[src/shared/slrxc_pkg.sv]
// package for the serial link receive configuration register slice
// assumes a 32-bit avalon-mm slave with word addressing by index * 4
package slrxc_pkg;
	// register indices; byte address is index * 4
	localparam logic [9:0] SLRXC_IDX_TRIM5 = 10'h2c0;
	localparam logic [9:0] SLRXC_IDX_TRIM6 = 10'h2c1;
	localparam logic [9:0] SLRXC_IDX_TRIM7 = 10'h2c2;
	localparam logic [9:0] SLRXC_IDX_CTRL = 10'h300;
	localparam logic [9:0] SLRXC_IDX_LAT = 10'h302;
	localparam logic [9:0] SLRXC_IDX_FIXDLY = 10'h304;
	localparam logic [9:0] SLRXC_IDX_REL = 10'h306;
	localparam logic [9:0] SLRXC_IDX_XBAR01 = 10'h308;
	// field positions
	localparam int SLRXC_CKSUM_BIT = 6;
	localparam int SLRXC_LINK_EN_BIT = 0;
	localparam int SLRXC_LANE1_LSB = 3;
	localparam int SLRXC_TRIM_SIGN = 3;
	// reset values
	localparam logic [3:0] SLRXC_TRIM_RST = 4'h0;
	localparam logic [4:0] SLRXC_FIXDLY_RST = 5'h00;
	localparam logic [4:0] SLRXC_REL_RST = 5'h1f;
	localparam logic [2:0] SLRXC_LANE1_RST = 3'h1;
	localparam logic [2:0] SLRXC_LANE0_RST = 3'h0;
	localparam logic [2:0] SLRXC_TERM_RST = 3'h0;
	localparam logic SLRXC_CKSUM_RST = 1'h0;
	localparam logic SLRXC_LINK_EN_RST = 1'h0;
	// software upper bound on release position
	localparam logic [4:0] SLRXC_REL_MAX = 5'h0a;
	// bus states
	typedef enum logic [1:0] {
		SLRXC_IDLE = 2'b00,
		SLRXC_ACK = 2'b01
	} slrxc_bus_t;
endpackage

[src/logic/slrxc_regs.sv]
// register slice for the serial link receiver configuration and status
// assumes an avalon-mm master on clk_sys and lane calibration from outside
//
// Operation
// trim field: four-bit sign-magnitude, bit 3 subtracts, bits 2:0 magnitude.
// lanes 5, 6, 7 each adjust calibrated termination by own trim.
// checksum mode bit: zero sums fields, one sums octets.
// link enable set after setup brings receive link out of idle.
// read-only five-bit measured latency in processing-clock units.
// five-bit writable fixed multiframe delay for link 0.
// five-bit writable buffer release position, variable delay part.
// software keeps release position at or below ten.
// three-bit source select for logical lane 1, reset to input 1.
// crossbar code is the binary index of the physical input.
// reserved bits read zero and ignore writes.
//
// The Avalon-MM register port is this design's own decision.
`timescale 1ns/1ns
`default_nettype none
module slrxc_regs
	import slrxc_pkg::*;
(
	// clock and reset
	input wire logic clk_sys,
	input wire logic nrst,
	// avalon-mm slave
	input wire logic [11:0] avs_address,
	input wire logic avs_read,
	input wire logic avs_write,
	input wire logic [31:0] avs_writedata,
	input wire logic [3:0] avs_byteenable,
	output logic [31:0] avs_readdata,
	output logic avs_waitrequest,
	output logic [1:0] avs_response,
	// termination calibration inputs and adjusted outputs
	input wire logic [2:0] cal_term_lane5,
	input wire logic [2:0] cal_term_lane6,
	input wire logic [2:0] cal_term_lane7,
	output logic [2:0] term_lane5,
	output logic [2:0] term_lane6,
	output logic [2:0] term_lane7,
	// receiver interface
	input wire logic [4:0] measured_latency,
	output logic link_enable,
	output logic checksum_octets,
	output logic [4:0] fixed_multiframe_delay,
	output logic [4:0] buffer_release_position,
	output logic [2:0] logical_lane0_source,
	output logic [2:0] logical_lane1_source
);
	////////////////////////////////////////////////////////////////////////////
	// reset synchroniser
	logic [1:0] rst_sync_q;
	logic rst_n;
	always_ff @(posedge clk_sys or negedge nrst) begin
		if (!nrst) begin
			rst_sync_q <= 2'b00;
		end else begin
			rst_sync_q <= {rst_sync_q[0], 1'b1};
		end
	end
	assign rst_n = rst_sync_q[1];

	////////////////////////////////////////////////////////////////////////////
	// register state
	logic [3:0] trim5_q, trim5_d, trim6_q, trim6_d, trim7_q, trim7_d;
	logic cksum_q, cksum_d, link_en_q, link_en_d;
	logic [4:0] fixdly_q, fixdly_d, rel_q, rel_d;
	logic [2:0] lane0_q, lane0_d, lane1_q, lane1_d;
	logic [31:0] rdata_q, rdata_d;
	logic [1:0] resp_q, resp_d;
	slrxc_bus_t st_q, st_d;
	logic [9:0] idx;
	logic hit, wr_lo;
	logic [7:0] rd_byte;

	assign idx = avs_address[11:2];
	assign wr_lo = avs_write && avs_byteenable[0];

	// read decode; unused bits stay zero
	always_comb begin
		hit = 1'b1;
		rd_byte = 8'h00;
		unique case (idx)
			SLRXC_IDX_TRIM5: rd_byte = {4'h0, trim5_q};
			SLRXC_IDX_TRIM6: rd_byte = {4'h0, trim6_q};
			SLRXC_IDX_TRIM7: rd_byte = {4'h0, trim7_q};
			SLRXC_IDX_CTRL: rd_byte = {1'b0, cksum_q, 5'h00, link_en_q};
			SLRXC_IDX_LAT: rd_byte = {3'h0, measured_latency};
			SLRXC_IDX_FIXDLY: rd_byte = {3'h0, fixdly_q};
			SLRXC_IDX_REL: rd_byte = {3'h0, rel_q};
			SLRXC_IDX_XBAR01: rd_byte = {2'h0, lane1_q, lane0_q};
			default: hit = 1'b0;
		endcase
	end

	// next values: one-wait-state bus and field writes
	always_comb begin
		st_d = st_q;
		rdata_d = rdata_q;
		resp_d = resp_q;
		trim5_d = trim5_q;
		trim6_d = trim6_q;
		trim7_d = trim7_q;
		cksum_d = cksum_q;
		link_en_d = link_en_q;
		fixdly_d = fixdly_q;
		rel_d = rel_q;
		lane0_d = lane0_q;
		lane1_d = lane1_q;
		unique case (st_q)
			SLRXC_IDLE: begin
				if (avs_read || avs_write) begin
					st_d = SLRXC_ACK;
					rdata_d = avs_read ? {24'h000000, rd_byte} : 32'h00000000;
					resp_d = hit ? 2'b00 : 2'b11; // decode error if unmapped
					if (wr_lo && hit) begin
						unique case (idx)
							SLRXC_IDX_TRIM5: trim5_d = avs_writedata[3:0];
							SLRXC_IDX_TRIM6: trim6_d = avs_writedata[3:0];
							SLRXC_IDX_TRIM7: trim7_d = avs_writedata[3:0];
							SLRXC_IDX_CTRL: begin
								cksum_d = avs_writedata[SLRXC_CKSUM_BIT];
								link_en_d = avs_writedata[SLRXC_LINK_EN_BIT];
							end
							SLRXC_IDX_FIXDLY: fixdly_d = avs_writedata[4:0];
							SLRXC_IDX_REL: rel_d = avs_writedata[4:0]; // not clipped
							SLRXC_IDX_XBAR01: begin
								lane0_d = avs_writedata[2:0];
								lane1_d = avs_writedata[SLRXC_LANE1_LSB +: 3];
							end
							default: ;
						endcase
					end
				end
			end
			SLRXC_ACK: st_d = SLRXC_IDLE;
			default: st_d = SLRXC_IDLE;
		endcase
	end

	// register everything
	always_ff @(posedge clk_sys or negedge rst_n) begin
		if (!rst_n) begin
			st_q <= SLRXC_IDLE;
			rdata_q <= 32'h00000000;
			resp_q <= 2'b00;
			trim5_q <= SLRXC_TRIM_RST;
			trim6_q <= SLRXC_TRIM_RST;
			trim7_q <= SLRXC_TRIM_RST;
			cksum_q <= SLRXC_CKSUM_RST;
			link_en_q <= SLRXC_LINK_EN_RST;
			fixdly_q <= SLRXC_FIXDLY_RST;
			rel_q <= SLRXC_REL_RST;
			lane0_q <= SLRXC_LANE0_RST;
			lane1_q <= SLRXC_LANE1_RST;
		end else begin
			st_q <= st_d;
			rdata_q <= rdata_d;
			resp_q <= resp_d;
			trim5_q <= trim5_d;
			trim6_q <= trim6_d;
			trim7_q <= trim7_d;
			cksum_q <= cksum_d;
			link_en_q <= link_en_d;
			fixdly_q <= fixdly_d;
			rel_q <= rel_d;
			lane0_q <= lane0_d;
			lane1_q <= lane1_d;
		end
	end

	// bus answer: waitrequest drops in the cycle after the request is seen
	assign avs_waitrequest = (st_q != SLRXC_ACK);
	assign avs_readdata = rdata_q;
	assign avs_response = resp_q;

	////////////////////////////////////////////////////////////////////////////
	// termination trim: sign-magnitude add, saturate to 0..7
	function automatic logic [2:0] slrxc_trim(input logic [2:0] cal, input logic [3:0] t);
		logic [3:0] s;
		s = 4'h0;
		if (t[SLRXC_TRIM_SIGN]) begin
			s = {1'b0, cal} - {1'b0, t[2:0]};
			slrxc_trim = s[3] ? 3'h0 : s[2:0];
		end else begin
			s = {1'b0, cal} + {1'b0, t[2:0]};
			slrxc_trim = s[3] ? 3'h7 : s[2:0];
		end
	endfunction

	// adjusted termination codes, one register per lane
	logic [2:0] term5_q, term5_d, term6_q, term6_d, term7_q, term7_d;

	// each lane uses only its own trim, so lanes never disturb each other
	always_comb begin
		term5_d = slrxc_trim(cal_term_lane5, trim5_q);
		term6_d = slrxc_trim(cal_term_lane6, trim6_q);
		term7_d = slrxc_trim(cal_term_lane7, trim7_q);
	end

	// register the adjusted codes
	always_ff @(posedge clk_sys or negedge rst_n) begin
		if (!rst_n) begin
			term5_q <= SLRXC_TERM_RST;
			term6_q <= SLRXC_TERM_RST;
			term7_q <= SLRXC_TERM_RST;
		end else begin
			term5_q <= term5_d;
			term6_q <= term6_d;
			term7_q <= term7_d;
		end
	end

	// control fields straight from flip-flops
	assign link_enable = link_en_q;
	assign checksum_octets = cksum_q;
	assign fixed_multiframe_delay = fixdly_q;
	assign buffer_release_position = rel_q;
	assign logical_lane0_source = lane0_q;
	assign logical_lane1_source = lane1_q;

	// termination outputs straight from flip-flops
	assign term_lane5 = term5_q;
	assign term_lane6 = term6_q;
	assign term_lane7 = term7_q;

	////////////////////////////////////////////////////////////////////////////
	// checks
	a_wait_one_cycle: assert property (@(posedge clk_sys) disable iff (!rst_n)
		(st_q == SLRXC_IDLE && (avs_read || avs_write)) |=> !avs_waitrequest)
		else $error("waitrequest did not drop one cycle after request");
	a_latency_read: assert property (@(posedge clk_sys) disable iff (!rst_n)
		(st_q == SLRXC_IDLE && avs_read && idx == SLRXC_IDX_LAT)
		|=> avs_readdata == {27'h0, $past(measured_latency)})
		else $error("latency read mismatch");
	a_ctrl_resv_zero: assert property (@(posedge clk_sys) disable iff (!rst_n)
		(st_q == SLRXC_IDLE && avs_read && idx == SLRXC_IDX_CTRL)
		|=> avs_readdata[5:1] == 5'h00 && avs_readdata[31:7] == 25'h0)
		else $error("reserved control bits not zero");
	a_trim_write: assert property (@(posedge clk_sys) disable iff (!rst_n)
		(st_q == SLRXC_IDLE && wr_lo && idx == SLRXC_IDX_TRIM6)
		|=> trim6_q == $past(avs_writedata[3:0]))
		else $error("trim write lost");
	a_trim_sub: assert property (@(posedge clk_sys) disable iff (!rst_n)
		(trim5_q[3] && cal_term_lane5 >= {1'b0, trim5_q[2:1]} && $stable(trim5_q)
		&& {1'b0, cal_term_lane5} >= {1'b0, trim5_q[2:0]})
		|=> term_lane5 == $past(cal_term_lane5) - $past(trim5_q[2:0]))
		else $error("lane 5 subtraction wrong");
	a_enable_write: assert property (@(posedge clk_sys) disable iff (!rst_n)
		(st_q == SLRXC_IDLE && wr_lo && idx == SLRXC_IDX_CTRL)
		|=> link_enable == $past(avs_writedata[0]) ##1 link_enable == $past(link_enable))
		else $error("link enable write wrong");
	a_cksum_write: assert property (@(posedge clk_sys) disable iff (!rst_n)
		(st_q == SLRXC_IDLE && wr_lo && idx == SLRXC_IDX_CTRL)
		|=> checksum_octets == $past(avs_writedata[6]))
		else $error("checksum mode write wrong");
	a_delay_write: assert property (@(posedge clk_sys) disable iff (!rst_n)
		(st_q == SLRXC_IDLE && wr_lo && idx == SLRXC_IDX_FIXDLY)
		|=> fixed_multiframe_delay == $past(avs_writedata[4:0]))
		else $error("fixed delay write wrong");
	a_release_write: assert property (@(posedge clk_sys) disable iff (!rst_n)
		(st_q == SLRXC_IDLE && wr_lo && idx == SLRXC_IDX_REL)
		|=> buffer_release_position == $past(avs_writedata[4:0]))
		else $error("release position write wrong");
	a_lane1_write: assert property (@(posedge clk_sys) disable iff (!rst_n)
		(st_q == SLRXC_IDLE && wr_lo && idx == SLRXC_IDX_XBAR01)
		|=> logical_lane1_source == $past(avs_writedata[5:3]))
		else $error("lane 1 source write wrong");

	// unmapped and reserved bits
	a_unmapped_resp: assert property (@(posedge clk_sys) disable iff (!rst_n)
		(st_q == SLRXC_IDLE && (avs_read || avs_write) && !hit)
		|=> avs_response == 2'b11 && avs_readdata == 32'h00000000)
		else $error("unmapped access not refused");
	a_read_high_zero: assert property (@(posedge clk_sys) disable iff (!rst_n)
		(st_q == SLRXC_IDLE && avs_read)
		|=> avs_readdata[31:8] == 24'h000000)
		else $error("upper read data not zero");
	a_xbar_resv_zero: assert property (@(posedge clk_sys) disable iff (!rst_n)
		(st_q == SLRXC_IDLE && avs_read && idx == SLRXC_IDX_XBAR01)
		|=> avs_readdata[7:6] == 2'h0)
		else $error("reserved crossbar bits not zero");
	a_trim_resv_zero: assert property (@(posedge clk_sys) disable iff (!rst_n)
		(st_q == SLRXC_IDLE && avs_read && idx == SLRXC_IDX_TRIM7)
		|=> avs_readdata[7:4] == 4'h0)
		else $error("reserved trim bits not zero");

	// trim arithmetic on the other lanes
	a_trim_add: assert property (@(posedge clk_sys) disable iff (!rst_n)
		(!trim6_q[3] && ({1'b0, cal_term_lane6} + {1'b0, trim6_q[2:0]}) <= 4'h7)
		|=> term_lane6 == $past(cal_term_lane6) + $past(trim6_q[2:0]))
		else $error("lane 6 addition wrong");
	a_trim_sat_hi: assert property (@(posedge clk_sys) disable iff (!rst_n)
		(!trim7_q[3] && ({1'b0, cal_term_lane7} + {1'b0, trim7_q[2:0]}) > 4'h7)
		|=> term_lane7 == 3'h7)
		else $error("lane 7 upper saturation wrong");
	a_trim_sat_lo: assert property (@(posedge clk_sys) disable iff (!rst_n)
		(trim7_q[3] && cal_term_lane7 < trim7_q[2:0])
		|=> term_lane7 == 3'h0)
		else $error("lane 7 lower saturation wrong");

	// fields change only on their own landed write
	a_no_lane_write: assert property (@(posedge clk_sys) disable iff (!rst_n)
		(st_q == SLRXC_IDLE && avs_write && !avs_byteenable[0])
		|=> $stable(fixed_multiframe_delay) && $stable(buffer_release_position))
		else $error("write without low byte enable landed");
	a_lane1_stable: assert property (@(posedge clk_sys) disable iff (!rst_n)
		!(st_q == SLRXC_IDLE && wr_lo && idx == SLRXC_IDX_XBAR01)
		|=> $stable(logical_lane1_source))
		else $error("lane 1 source changed without write");
	a_enable_stable: assert property (@(posedge clk_sys) disable iff (!rst_n)
		!(st_q == SLRXC_IDLE && wr_lo && idx == SLRXC_IDX_CTRL)
		|=> $stable(link_enable))
		else $error("link enable changed without write");
endmodule
`default_nettype wire

[config.mk]
export PLATFORM = sky130hd
export DESIGN_NAME = slrxc_regs
export DESIGN_NICKNAME = d
export VERILOG_FILES = /design/src/shared/slrxc_pkg.sv /design/src/logic/slrxc_regs.sv
export SDC_FILE = /design/constraint.sdc
export NUM_CORES = 1
export LEC_CHECK = 0
export BUFFER_PORTS_ARGS = -buffer_cell sky130_fd_sc_hd__buf_2
export CORE_MARGIN = 3
export CORE_UTILIZATION = 44
export DETAILED_ROUTE_END_ITERATION = 6
export PLACE_DENSITY_LB_ADDON = 0.1
export SYNTH_ARGS = -nofsm -noshare
export SYNTH_HDL_FRONTEND = slang
export SYNTH_SLANG_ARGS = --single-unit
export TNS_END_PERCENT = 1
[constraint.sdc]
create_clock -name clk_sys -period 1.61 [get_ports clk_sys]
set_clock_uncertainty 0.15 [all_clocks]
set_input_delay 0.322 -clock clk_sys [delete_from_list [all_inputs] [get_ports clk_sys]]
set_output_delay 0.322 -clock clk_sys [all_outputs]
set_load 0.005 [all_outputs]
* Word level (Yosys, flattened, before mapping) *
Cells that the tools add are included.
Widths: inputs -> output; s select.

storage, ports and cells
  input bits = 66
  word-level logic and storage cells = 60
  register bits = 77
  output and inout port bits = 62

operators by class
  reduce and logical (&&, ||, !) cells = 13
  multiplexer cells = 15
  eq/ne operators = 10
  add/subtract/negate cells = 6

operator list
  cell                  count
  $eq 10x10->1 const B  8
  $pmux 7 s8            1
  $reduce_and 4->1      7
  $mux 3                9
  $add 3x3->4           3
  $sub 3x3->4           3
  $mux 8                1
  $reduce_or 8->1       1
  $mux 2                3
  $logic_and 1x1->1     2
  $logic_not 2->1       1
  $ne 2x1->1 const B    1
  $ne 2x2->1 const B    1
  $reduce_and 2->1      1
  $logic_or 1x1->1      1
  $mux 1                1

* Logic depth before layout (Yosys ltp) *
Gate-level depths: netlist of the first run.

  depth in word-level cells = 5
  depth in mapped cells = 7

* Worst setup path after synthesis of the first run *
No wires, ideal clock.

  path kind = input port to flip-flop
  start = in avs_address[4]
  end = reg trim6_q[0]
  cell stages on the path = 5
  data required time = 1.335 ns
  slack = -0.123 ns
  arrival = 1.458 ns
  setup time = 0.125 ns
  cell sequence = buf_6 or2_4 nor4_4 nand2_4 mux2_4

on the way
  cells in the longest elaborated chain, start to end = 5

RTL lines
  item                                    RTL line                             source
  start, declared                         slrxc_regs.sv:27                     input wire logic [11:0] avs_address,
  $eq 10x10->1, on equally long branches  slrxc_regs.sv:84, slrxc_regs.sv:118
  $reduce_or 8->1 (no source line)        --
  $mux 1                                  slrxc_regs.sv:84                     unique case (idx)
  $logic_and 1x1->1                       slrxc_regs.sv:117                    if (wr_lo && hit) begin
  $reduce_and 4->1 (no source line) (*)   --
  end signal, assigned                    slrxc_regs.sv:162                    trim6_q <= trim6_d;
  end, declared                           slrxc_regs.sv:66                     logic [3:0] trim5_q, trim5_d, trim6_q, trim6_d, trim7_q, trim7_d;

Mark *: on every way between the ends. The rest lies on a longest branch, timed or not.
A chain may end at the register's enable or synchronous reset.

* Final worst setup path of the first run *
  start = reg trim5_q[0]
  end = reg term5_q[1] (netlist: term_lane5[1])

on the way
  cells in the longest elaborated chain, start to end = 3

RTL lines
  item                                               RTL line                              source
  start, declared                                    slrxc_regs.sv:66
  start signal, assigned                             slrxc_regs.sv:161                     trim5_q <= trim5_d;
  $add 3x3->4 / $sub 3x3->4 (equally long branches)  slrxc_regs.sv:187, slrxc_regs.sv:184
  $mux 3, on equally long branches                   slrxc_regs.sv:188, slrxc_regs.sv:185
  $mux 3 (*)                                         slrxc_regs.sv:183                     if (t[SLRXC_TRIM_SIGN]) begin
  named net term5_d[1]                               slrxc_regs.sv:193                     logic [2:0] term5_q, term5_d, term6_q, term6_d, term7_q, term7_d;
  end signal, assigned                               slrxc_regs.sv:209                     term5_q <= term5_d;
  end, declared                                      slrxc_regs.sv:193

Mark *: on every way through the listed nets, which the timed path passes. The rest lies on a longest branch.

==> summary.txt, run 1 <==
Outcome
  – Outcome: finished with violations
  – Failing checks: setup timing

Clock tree
  – CTS Sinks: 50
  – Clk slew on worst S/H paths: ~0.10 ns
  – CTS Root Buffer Type: clkbuf_8
  – CTS H-Tree Depth: 2
  – Clock buffer count from CTS: 5
  – TritonCTS clock tree: built
  – Worst skew pair latency: 0.30 ns
  – Max clock buf depth: 2

Yosys
  – Cells after Synth: 296
  – Yosys reg bits: 50
  – Synth Flop Type: dfrtp_1
  – Number of flops mapped to enable cells by yosys: 0
  – Syn Area/Cell: 10.8 um^2
  – Post-Synthesis Cell Area: approximately 3200 um^2
  – Synth area leader: dfrtp_1
  – Sequential share of the synthesized area: 0.392
  – Unique masters post-synth: 58
  – Main combinational cell family by area after synthesis: simple AND/OR/NAND/NOR gates
  – Yosys warns: 0
  – Synth Area in Compound Gates: 0.113
  – Top-area cell type share of the netlist area: 0.343
  – Post-synthesis mux area share: 0.136
  – Leading post-synthesis cells by cell area: dfrtp_1, mux2_2, ha_1, buf_4, dfstp_2
  – XOR/XNOR share of the synthesized area: 0.00546
  – Synth Area in Simple Gates: 0.141
  – Adder-cell share of the synthesized area: 0.108
  – Fraction of registers with async set/reset: 1.00

Timing
  – Final setup vio count: 4
  – Setup ws final: -0.0618 ns
  – Max Clk Rate: 598 MHz
  – Final Max Slew Viols: 0
  – Final hold violation count: 0
  – Worst hold slack: roughly 0.094 ns
  – Tmin final: 1.67 ns
  – RSZ-0062 raised after global routing: yes
  – Fin crit share: 1.04

Die
  – Die height: between 90 and 100 um
  – Die area: 8350 um^2
  – Die width: 91.4 um
  – Initial Util: 0.462
  – Io pins: 128
  – Site row count: 30
  – Core ar.: 6940 um^2

Layout
  – Area Growth Syn to Fin: 28.0%
  – Ant. Diodes: 0
  – Share of layout cells above drive strength 1: 0.493
  – Final Util: 0.591
  – Fin nets: 501
  – Cell area after layout: 4110 um^2

Job
  – Max cap viols: 0

Routing
  – DR DRC count: 0
  – 1st-pass router iterations: 4
  – Post-DR vias/cell: 4.90
  – Iteration-0 DRC Markers: 76
  – Via count: ~2500
  – Wire per inst: 14.5 um
  – Final WL: around 7300 um
  – ANT nets after route: 0

GRT
  – Initial antenna violation count: 0
  – Largest net degree at the start of global routing: 49
  – First-pass GRT wire length: between 10000 and 15000 um
  – Grt ovf: 0
  – Number of global-route vias before repair: 2518
  – Total track usage: 0.179

Critical path
  – FF-to-FF setup slack: -0.06 ns
  – Logic depth of the worst setup path including buffers: 5
  – Worst EP arrival: approximately 1.7 ns
  – CP peak stage delay: 0.50 ns
  – Reg2reg start: trim5_q[0]$_DFFE_PN0P_
  – CP Capture Point: term_lane5[1]$_DFF_PN0_
  – CP max stage cell: fa_2
  – Critical path origin: trim5_q[0]$_DFFE_PN0P_
  – Worst path bufs/invs: 1
  – Critical Path RT: 1.64 ns
  – Reg2Reg Depth: 5
  – Critical R2R Capture: term_lane5[1]$_DFF_PN0_
  – CP Max Fanout: 3
  – Worst setup SP type: flop
  – Delay-heaviest family, CP: adder cells
  – Cells along the critical path: ha_2 -> inv_2 -> fa_2 -> nor3b_1 -> a211oi_1
  – CP Class: flop to flop
  – CP Capture Type: flop

Power and ir drop
  – VDD IR max: 0.000510 V
  – Static Leak: 2.12 nW
  – Pwr Density: 621 nW/um^2

Placement
  – Area after DPL: about 3900 um^2
  – Detail Placement HPWL: 5840 um
  – DP Worst Slack: -0.340 ns
  – GP Congestion: 0.845
  – IO buf count: 72

Worst hold path
  – Path category of the worst min-delay check: primary input to flop
-- synthesized netlist by cell type, types with 2 or more instances --
cell type   n
dfrtp_1    44
buf_4      26
inv_1      26
mux2_2     26
ha_1       18
nand2_1    15
a21oi_1    10
nor2_1     10
o21ai_0     8
nand2b_1    7
a22oi_1     6
dfstp_2     6
fa_1        6
mux2i_1     6
o21ai_1     6
a211oi_1    4
mux2_4      4
nand3_1     4
o22ai_1     4
buf_2       3
clkbuf_1    3
nand3_2     3
nor2b_1     3
a21boi_0    2
a21o_1      2
a221oi_1    2
conb_1      2
nand2_2     2
nor3b_1     2
nor4_1      2
nor4_4      2
nor4b_1     2
o21bai_1    2
o31ai_1     2
o41ai_1     2
xor2_1      2
-- cells by family after synthesis --
kind of cell	after synthesis
other cells	2
compound gates	55
buf+inv	59
simple gates	67
fa+ha+maj	24
xor+xnor	2
mux	37
flops	50
-- sequential cells by signal, indices dropped and copies added (netlist names), 2 cells and up --
signal and cells:
avs_readdata 7, buffer_release_position 5, fixed_multiframe_delay 5, trim5_q 4
trim6_q 4, trim7_q 4, logical_lane0_source 3, logical_lane1_source 3
term_lane5 3, term_lane6 3, term_lane7 3, rst_sync_q 2
-- stage by stage --
step                      power, W  setup TNS [ns]  instances
after global routing       0.00267          -0.709        508
after CTS                  0.00257          -0.151        507
after global placement     0.00166          -10.41        497
final                      0.00255         -0.0756        508
after detailed placement   0.00166          -10.82        497
after floorplan            0.00154           -1.93        320
-- final cells by class --
type	instances	area (um^2)
Tap cell	96	120
Clock inverter	3	43.8
Clock buffer	5	68.8
Inverter	26	97.6
Multi-Input combinational cell	211	1800
Fill cell	626	2840
Timing Repair Buffer	117	713
Sequential cell	50	1260
-- how the worst min path moves through the flow --
| stage | endpoint | slack [ns] | cells after the start | startpoint |
|---|---|---|---|---|
| 2_1_floorplan | rst_sync_q[0]$_DFF_PN0_ | -0.12 | 0 | nrst |
| 3_3_place_gp | rst_sync_q[0]$_DFF_PN0_ | -0.04 | 1 | nrst |
| 3_5_place_dp | rst_sync_q[0]$_DFF_PN0_ | -0.04 | 1 | nrst |
| 4_1_cts | checksum_octets$_DFFE_PN0P_ | 0.09 | 2 | avs_writedata[6] |
| 5_1_grt | checksum_octets$_DFFE_PN0P_ | 0.09 | 2 | avs_writedata[6] |
| 6_report | logical_lane1_source[2]$_DFFE_PN0P_ | 0.09 | 2 | avs_writedata[5] |
-- placed cells by master, fill, tap and decap left out, types with 3 or more instances in the layout --
master	netlist	layout
dfstp_2	6	6
ha_2	0	4
fa_2	0	5
nor2_1	10	9
nand3_1	4	4
inv_2	0	4
o21ai_1	6	9
buf_2	3	72
nor2b_1	3	3
mux2i_1	6	6
buf_4	26	43
mux2_2	26	26
a21oi_1	10	8
dfrtp_1	44	42
clkbuf_8	0	5
a22oi_1	6	5
inv_1	26	22
a211oi_1	4	4
nand2_1	15	15
o22ai_1	4	4
conb_1	2	26
mux2_4	4	4
ha_1	18	13
nand2b_1	7	7
o21ai_0	8	4
-- power breakdown --
part           internal, W  switching (W)  leakage (nW)
clock network     0.000466       0.000434        0.0585
logic             0.000156       0.000197          1.42
registers          0.00128      0.0000157         0.643
-- timing repair --
| action | in CTS | in global routing |
|---|---|---|
| setup buffers | 1 | 1 |
| setup endpoints to repair | 13 | 20 |
| pin swaps | 4 | 14 |
| resized for setup | 18 | 14 |
| hold buffers | 1 | 0 |
| hold endpoints to repair | 2 | 0 |
-- metal layers --
| metal | track usage | share of wire |
|---|---|---|
| met4 | 0.0427 | 0.012 |
| met3 | 0.0381 | 0.055 |
| met1 | 0.244 | 0.46 |
| met2 | 0.290 | 0.47 |
| met5 | 0 | 0 |
(Power assumes the default switching activity.)
==> inputs of run 2 (changes only) <==
--- a/config.mk
+++ b/config.mk
@@ -10,6 +10,7 @@
 export CORE_UTILIZATION = 44
 export DETAILED_ROUTE_END_ITERATION = 6
 export PLACE_DENSITY_LB_ADDON = 0.1
+export SKIP_LAST_GASP = 1
 export SYNTH_ARGS = -nofsm -noshare
 export SYNTH_HDL_FRONTEND = slang
 export SYNTH_SLANG_ARGS = --single-unit
==> run 2 against run 1 <==
  * The flow still finishes with violations (setup timing)
  * Global-route usage fell by 0.070 points
  * Clock power rose by 0.7%
  * Die area did not move
  * Critical endpoint unchanged
  * Largest power group unchanged
  * Highest routed layer unchanged
==> summary.txt, run 2 (synthesis gave the netlist of run 1 again) <==
Outcome
  – Outcome: finished with violations
  – Failing checks: setup timing

Critical path
  – FF-to-FF setup slack: -0.09 ns (-0.03 ns)
  – CP Max Fanout: 3 (unchanged)
  – Worst setup SP type: flop
  – Critical Path RT: 1.68 ns (+0.04 ns)
  – CP Class: flop to flop
  – Reg2reg start: trim5_q[0]$_DFFE_PN0P_
  – Worst EP arrival: 1.77 ns (+0.07 ns)
  – Reg2Reg Depth: 5 (unchanged)
  – Critical R2R Capture: term_lane5[1]$_DFF_PN0_
  – CP Capture Type: flop

Clock tree
  – Worst skew pair latency: 0.31 ns (about the same)
  – Max clock buf depth: 2 (unchanged)
  – CTS H-Tree Depth: 2 (unchanged)
  – Clock buffer count from CTS: 5 (unchanged)
  – CTS Sinks: 50 (unchanged)
  – CTS Root Buffer Type: clkbuf_8
  – Clk slew on worst S/H paths: 0.10 ns (about the same)
  – TritonCTS clock tree: built

Power and ir drop
  – Sw frac: 0.254 (+0.000264)
  – VDD IR max: 0.000511 V (+0.34%)
  – Combinational cell fraction of total power: 0.136 (-0.002)
  – Total power draw: 0.00255 W (about the same)
  – Clk network pwr share: 0.355 (+0.002)
  – Pwr Density: 626 nW/um^2 (+0.72%)
  – Switch Pwr: 0.000648 W (+0.12%)
  – Sequential share of power: 0.508 (about the same)
  – Static Leak: 2.13 nW (+0.31%)
  – P_int: 0.00190 W (about the same)

Layout
  – Area Growth Syn to Fin: 27.1%
  – Max reg flops: 7 (unchanged)
  – Area of the multi-input gates: 1770 um^2 (-1.5%)
  – Ant. Diodes: 0 (unchanged)
  – # fillers: 635 (+1.4%)
  – Final Util: 0.587 (-0.00414)
  – Most frequent cells in the layout: buf_2, dfrtp_1, buf_4
  – Most common cell after layout, fill and taps aside: buf_2
  – Cell area after layout: 4080 um^2 (-0.70%)
  – Share of layout cells above drive strength 1: 0.476 (-0.0170)
  – Register area: 1260 um^2 (about the same)
  – Fin nets: 501 (unchanged)

GRT
  – Largest net degree at the start of global routing: 49 (unchanged)
  – Grt ovf: 0 (unchanged)
  – Initial antenna violation count: 0 (unchanged)
  – Total track usage: 0.178 (-0.000701)
  – First-pass GRT wire length: 12000 um (-0.40%)
  – Number of global-route vias before repair: 2505 (-0.52%)

Die
  – Die width: 91.4 um (unchanged)
  – Io pins: 128 (unchanged)
  – Die area: 8350 um^2 (unchanged)
  – Initial Util: 0.462 (unchanged)
  – Die height: 91.4 um (unchanged)
  – Core ar.: 6940 um^2 (unchanged)
  – Site row count: 30 (unchanged)

Timing
  – Final setup vio count: 13 (+9)
  – Fin crit share: 1.06 (+0.0169)
  – RSZ-0062 raised after global routing: yes
  – Max Clk Rate: 589 MHz (-1.6%)
  – Final Max Slew Viols: 0 (unchanged)
  – Final hold violation count: 0 (unchanged)
  – Setup ws final: -0.0890 ns (-0.0272 ns)
  – Tmin final: 1.70 ns (+0.0272 ns)
  – Setup_tns: -0.347 ns (-0.271 ns)

Routing
  – DR DRC count: 0 (unchanged)
  – Via count: 2496 (+0.20%)
  – 1st-pass router iterations: 4 (unchanged)
  – DR WL met3: 425 um (+4.4%)
  – Iteration-0 DRC Markers: 65 (-14%)
  – ANT nets after route: 0 (unchanged)
  – Post-DR vias/cell: 4.91 (+0.20%)
  – Final WL: 7300 um (-0.64%)
  – DR top layer: met4
  – Wl on met1: 3310 um (-2.0%)
  – Wire per inst: 14.4 um (-0.64%)
  – Met2 Wirelength: 3470 um (-0.12%)

Placement
  – Detail Placement HPWL: 5840 um (unchanged)
  – GP Congestion: 0.845 (unchanged)
  – IO buf count: 72 (unchanged)
  – Area after DPL: 3880 um^2 (unchanged)

Job
  – Max cap viols: 0 (unchanged)

Worst hold path
  – Path category of the worst min-delay check: primary input to flop
  – Hold Path End: logical_lane1_source[2]$_DFFE_PN0P_
  – HP Start: avs_writedata[5]
  – Hold Path Depth: 2 (unchanged)
-- run 2: cell counts in the layout (fill, tap and decap cells not counted) --
No cell type changed its count.
-- run 2: worst max path at each step --
stage / startpoint / endpoint
after floorplan: avs_address[7] / trim6_q[0]$_DFFE_PN0P_
after global placement: avs_address[7] / fixed_multiframe_delay[0]$_DFFE_PN0P_
after detailed placement: avs_address[7] / fixed_multiframe_delay[0]$_DFFE_PN0P_
after CTS: trim5_q[0]$_DFFE_PN0P_ / term_lane5[1]$_DFF_PN0_
after global routing: trim5_q[0]$_DFFE_PN0P_ / term_lane5[1]$_DFF_PN0_
final: trim5_q[0]$_DFFE_PN0P_ / term_lane5[1]$_DFF_PN0_
-- run 2: worst max-delay path, cell delays in order (launching register included) --
cell and delay, ns:
dfrtp_1 0.41, ha_2 0.21, inv_2 0.05, fa_2 0.42, nor3b_4 0.16, a211oi_2 0.21
-- run 2: what timing repair did --
item	in CTS	in global routing
buffers inserted	1	1
setup endpoints to repair	13	30
endpoints found under the hold margin	2	0
gates resized for setup	9	16
cloned	0	0
pin swaps	1	13
hold buffers	1	0
-- run 2: power by group through the flow --
| stage | clock network, W | registers [W] | logic (W) |
|---|---|---|---|
| global placement | 0 | 0.00132 | 0.000337 |
| finish | 0.000906 | 0.00130 | 0.000348 |
| floorplan | 0 | 0.00134 | 0.000197 |
| global route | 0.000973 | 0.00130 | 0.000391 |
| CTS | 0.000925 | 0.00130 | 0.000347 |
| detailed placement | 0 | 0.00132 | 0.000342 |
-- run 2: cell type report --
class,instances,area share
Inverter,26,0.0239
Clock inverter,3,0.0107
Timing Repair Buffer,117,0.175
Sequential cell,50,0.309
Multi-Input combinational cell,211,0.435
Tap cell,96,0.0295
Clock buffer,5,0.0169
-- run 2: through the flow --
stage / setup slack (ns) / cells / hold WS (ns)
after floorplan: -0.123 / 320 / -0.124
after global placement: -0.357 / 497 / -0.0435
after detailed placement: -0.340 / 497 / -0.0415
after CTS: -0.0594 / 507 / 0.0894
after global routing: -0.131 / 508 / 0.0892
final: -0.0890 / 508 / 0.0905
-- run 2: per-layer routing --
layer / GRT usage / up-vias
met5: 0 / -
met4: 0.0427 / 0
met3: 0.0381 / 9
met2: 0.288 / 83
met1: 0.243 / 1197
li1: - / 1207
==> inputs of run 3 (changes only) <==
==> constraint.sdc (replaced) <==
create_clock -name clk_sys -period 1.61 [get_ports clk_sys]
set_clock_uncertainty 0.15 [all_clocks]
set_input_delay 0 -clock clk_sys [delete_from_list [all_inputs] [get_ports clk_sys]]
set_output_delay 0 -clock clk_sys [all_outputs]
set_load 0.005 [all_outputs]
==> run 3 against run 2 <==
  * Cell count shrank 0.20%
  * Maximum frequency shrank 1.0%
  * Die area is the same
  * The flow finishes with violations (hold timing, setup timing)
  * Wire length grew 5.4%
  * Clock-buffer cell count is the same
==> summary.txt, run 3 (synthesis gave the netlist of run 1 again) <==
Power and ir drop
  – Pwr Density: 591 nW/um^2 (-5.5%)
  – Static Leak: 2.10 nW (-1.5%)
  – VDD IR max: 0.000366 V (-28%)

Clock tree
  – Clk slew on worst S/H paths: 0.10 ns (about the same)
  – CTS H-Tree Depth: 2 (unchanged)
  – Max clock buf depth: 2 (unchanged)
  – Worst skew pair latency: 0.31 ns (about the same)
  – Clock buffer count from CTS: 5 (unchanged)
  – CTS Hold Bufs: 14 (+13)
  – TritonCTS clock tree: built
  – CTS Root Buffer Type: clkbuf_8
  – CTS Sinks: 50 (unchanged)

Critical path
  – Critical R2R Capture: term_lane7[2]$_DFF_PN0_
  – CP Class: flop to flop
  – CP Max Fanout: 2 (-1)
  – Critical Path RT: 1.64 ns (-0.04 ns)
  – Reg2reg start: trim7_q[1]$_DFFE_PN0P_
  – CP Capture Type: flop
  – FF-to-FF setup slack: -0.11 ns (-0.02 ns)
  – Worst setup SP type: flop
  – Reg2Reg Depth: 7 (+2)
  – Worst EP arrival: 1.75 ns (-0.02 ns)

Layout
  – Most common cell after layout, fill and taps aside: buf_2
  – Fin nets: 500 (-0.20%)
  – Ant. Diodes: 0 (unchanged)
  – Most frequent cells in the layout: buf_2, dfrtp_1, buf_4
  – Final std cells w/o fill: 507 (-0.20%)
  – Share of layout cells above drive strength 1: 0.448 (-0.0280)
  – Area Growth Syn to Fin: 27.3%
  – Max reg flops: 7 (unchanged)

Die
  – Initial Util: 0.462 (unchanged)
  – Core ar.: 6940 um^2 (unchanged)
  – Site row count: 30 (unchanged)
  – Die height: 91.4 um (unchanged)
  – Die area: 8350 um^2 (unchanged)
  – Io pins: 128 (unchanged)
  – Die width: 91.4 um (unchanged)

GRT
  – Total track usage: 0.184 (+0.00557)
  – Initial antenna violation count: 0 (unchanged)
  – First-pass GRT wire length: 12300 um (+2.5%)
  – Grt ovf: 0 (unchanged)
  – Largest net degree at the start of global routing: 49 (unchanged)
  – Number of global-route vias before repair: 2556 (+2.0%)

Placement
  – DP Worst Slack: -0.104 ns (+0.236 ns)
  – GP Congestion: 0.835 (-1.1%)
  – Placed instance count: 483 (-2.8%)
  – Detail Placement HPWL: 5790 um (-0.85%)
  – IO buf count: 72 (unchanged)

Routing
  – DR DRC count: 0 (unchanged)
  – Final WL: 7700 um (+5.4%)
  – Via count: 2546 (+2.0%)
  – 1st-pass router iterations: 4 (unchanged)
  – Wire per inst: 15.2 um (+5.6%)
  – ANT nets after route: 0 (unchanged)
  – Post-DR vias/cell: 5.02 (+2.2%)
  – Iteration-0 DRC Markers: 70 (+7.7%)

Timing
  – Tmin final: 1.72 ns (+0.0180 ns)
  – Worst hold slack: -0.0633 ns (-0.154 ns)
  – Fin crit share: 1.07 (+0.0112)
  – Max Clk Rate: 582 MHz (-1.0%)
  – Final setup vio count: 7 (-6)
  – Final Max Slew Viols: 0 (unchanged)
  – Setup ws final: -0.107 ns (-0.0180 ns)
  – RSZ-0062 raised after global routing: yes
  – Final hold violation count: 1 (+1)
  – Setup_tns: -0.310 ns (+0.0364 ns)

Job
  – Max cap viols: 0 (unchanged)

Worst hold path
  – HP Start: cal_term_lane5[0]
  – Hold Path Depth: 4 (+2)
  – Path category of the worst min-delay check: primary input to flop
  – Hold Path End: term_lane5[0]$_DFF_PN0_

Outcome
  – Outcome: finished with violations
  – Failing checks: hold timing, setup timing
==> run 3: cell count changes in the layout (fill, tap and decap cells not counted), moves of 2 or more <==
cell           change
dlygate4sd3_1     +13
fa_2               -2
fa_1               +2
buf_4             -14
==> run 3: report_power, final <==
part / internal [W] / switching [W]
logic: 0.000163 / 0.000199
registers: 0.00128 / 0.0000170
clock network: 0.000306 / 0.000448
==> run 3: worst max-delay path, stage by stage (launching register included) <==
cell	delay, ns
dfrtp_1	0.39
inv_2	0.08
ha_1	0.23
nor2b_1	0.13
o21ai_1	0.23
nand2_1	0.11
a21boi_0	0.20
o22ai_1	0.09
==> run 3: worst max-delay path by stage <==
| stage | from | endpoint |
|---|---|---|
| floorplan | rst_sync_q[1]$_DFF_PN0_ | avs_readdata[0]$_DFFE_PN0P_ |
| global placement | trim6_q[2]$_DFFE_PN0P_ | avs_readdata[2]$_DFFE_PN0P_ |
| detailed placement | trim7_q[0]$_DFFE_PN0P_ | term_lane7[2]$_DFF_PN0_ |
| CTS | trim5_q[0]$_DFFE_PN0P_ | term_lane5[1]$_DFF_PN0_ |
| global route | trim7_q[1]$_DFFE_PN0P_ | term_lane7[2]$_DFF_PN0_ |
| finish | trim7_q[1]$_DFFE_PN0P_ | term_lane7[2]$_DFF_PN0_ |
==> run 3: layout make-up <==
| cell class | instances | area, um^2 |
|---|---|---|
| Timing Repair Buffer | 116 | 738 |
| Tap cell | 96 | 120 |
| Clock inverter | 3 | 21.3 |
| Clock buffer | 5 | 68.8 |
| Sequential cell | 50 | 1260 |
| Multi-Input combinational cell | 211 | 1780 |
| Fill cell | 597 | 2860 |
| Inverter | 26 | 97.6 |
==> run 3: timing repair <==
action                                  4_1_cts  5_1_grt
hold endpoints to repair                     44        1
buffers inserted                              0        2
pin swaps                                     2        7
endpoints found under the setup margin        7       13
resized for setup                            10       13
==> run 3: routing by layer <==
| layer | up-vias | part of all wire | track usage |
|---|---|---|---|
| met5 | - | 0 | 0 |
| met4 | 0 | 0.011 | 0.0465 |
| met3 | 10 | 0.052 | 0.0307 |
| met2 | 89 | 0.49 | 0.310 |
| met1 | 1240 | 0.45 | 0.244 |
| li1 | 1207 | - | - |
==> run 3: metrics by stage <==
| stage | util | area, um^2 | power (W) |
|---|---|---|---|
| final | 0.588 | 4080 | 0.00241 |
| after global routing | 0.588 | 4080 | 0.00252 |
| after CTS | 0.581 | 4030 | 0.00243 |
| after detailed placement | 0.543 | 3770 | 0.00165 |
| after global placement | 0.543 | 3770 | 0.00164 |
| after floorplan | - | 3300 | 0.00154 |
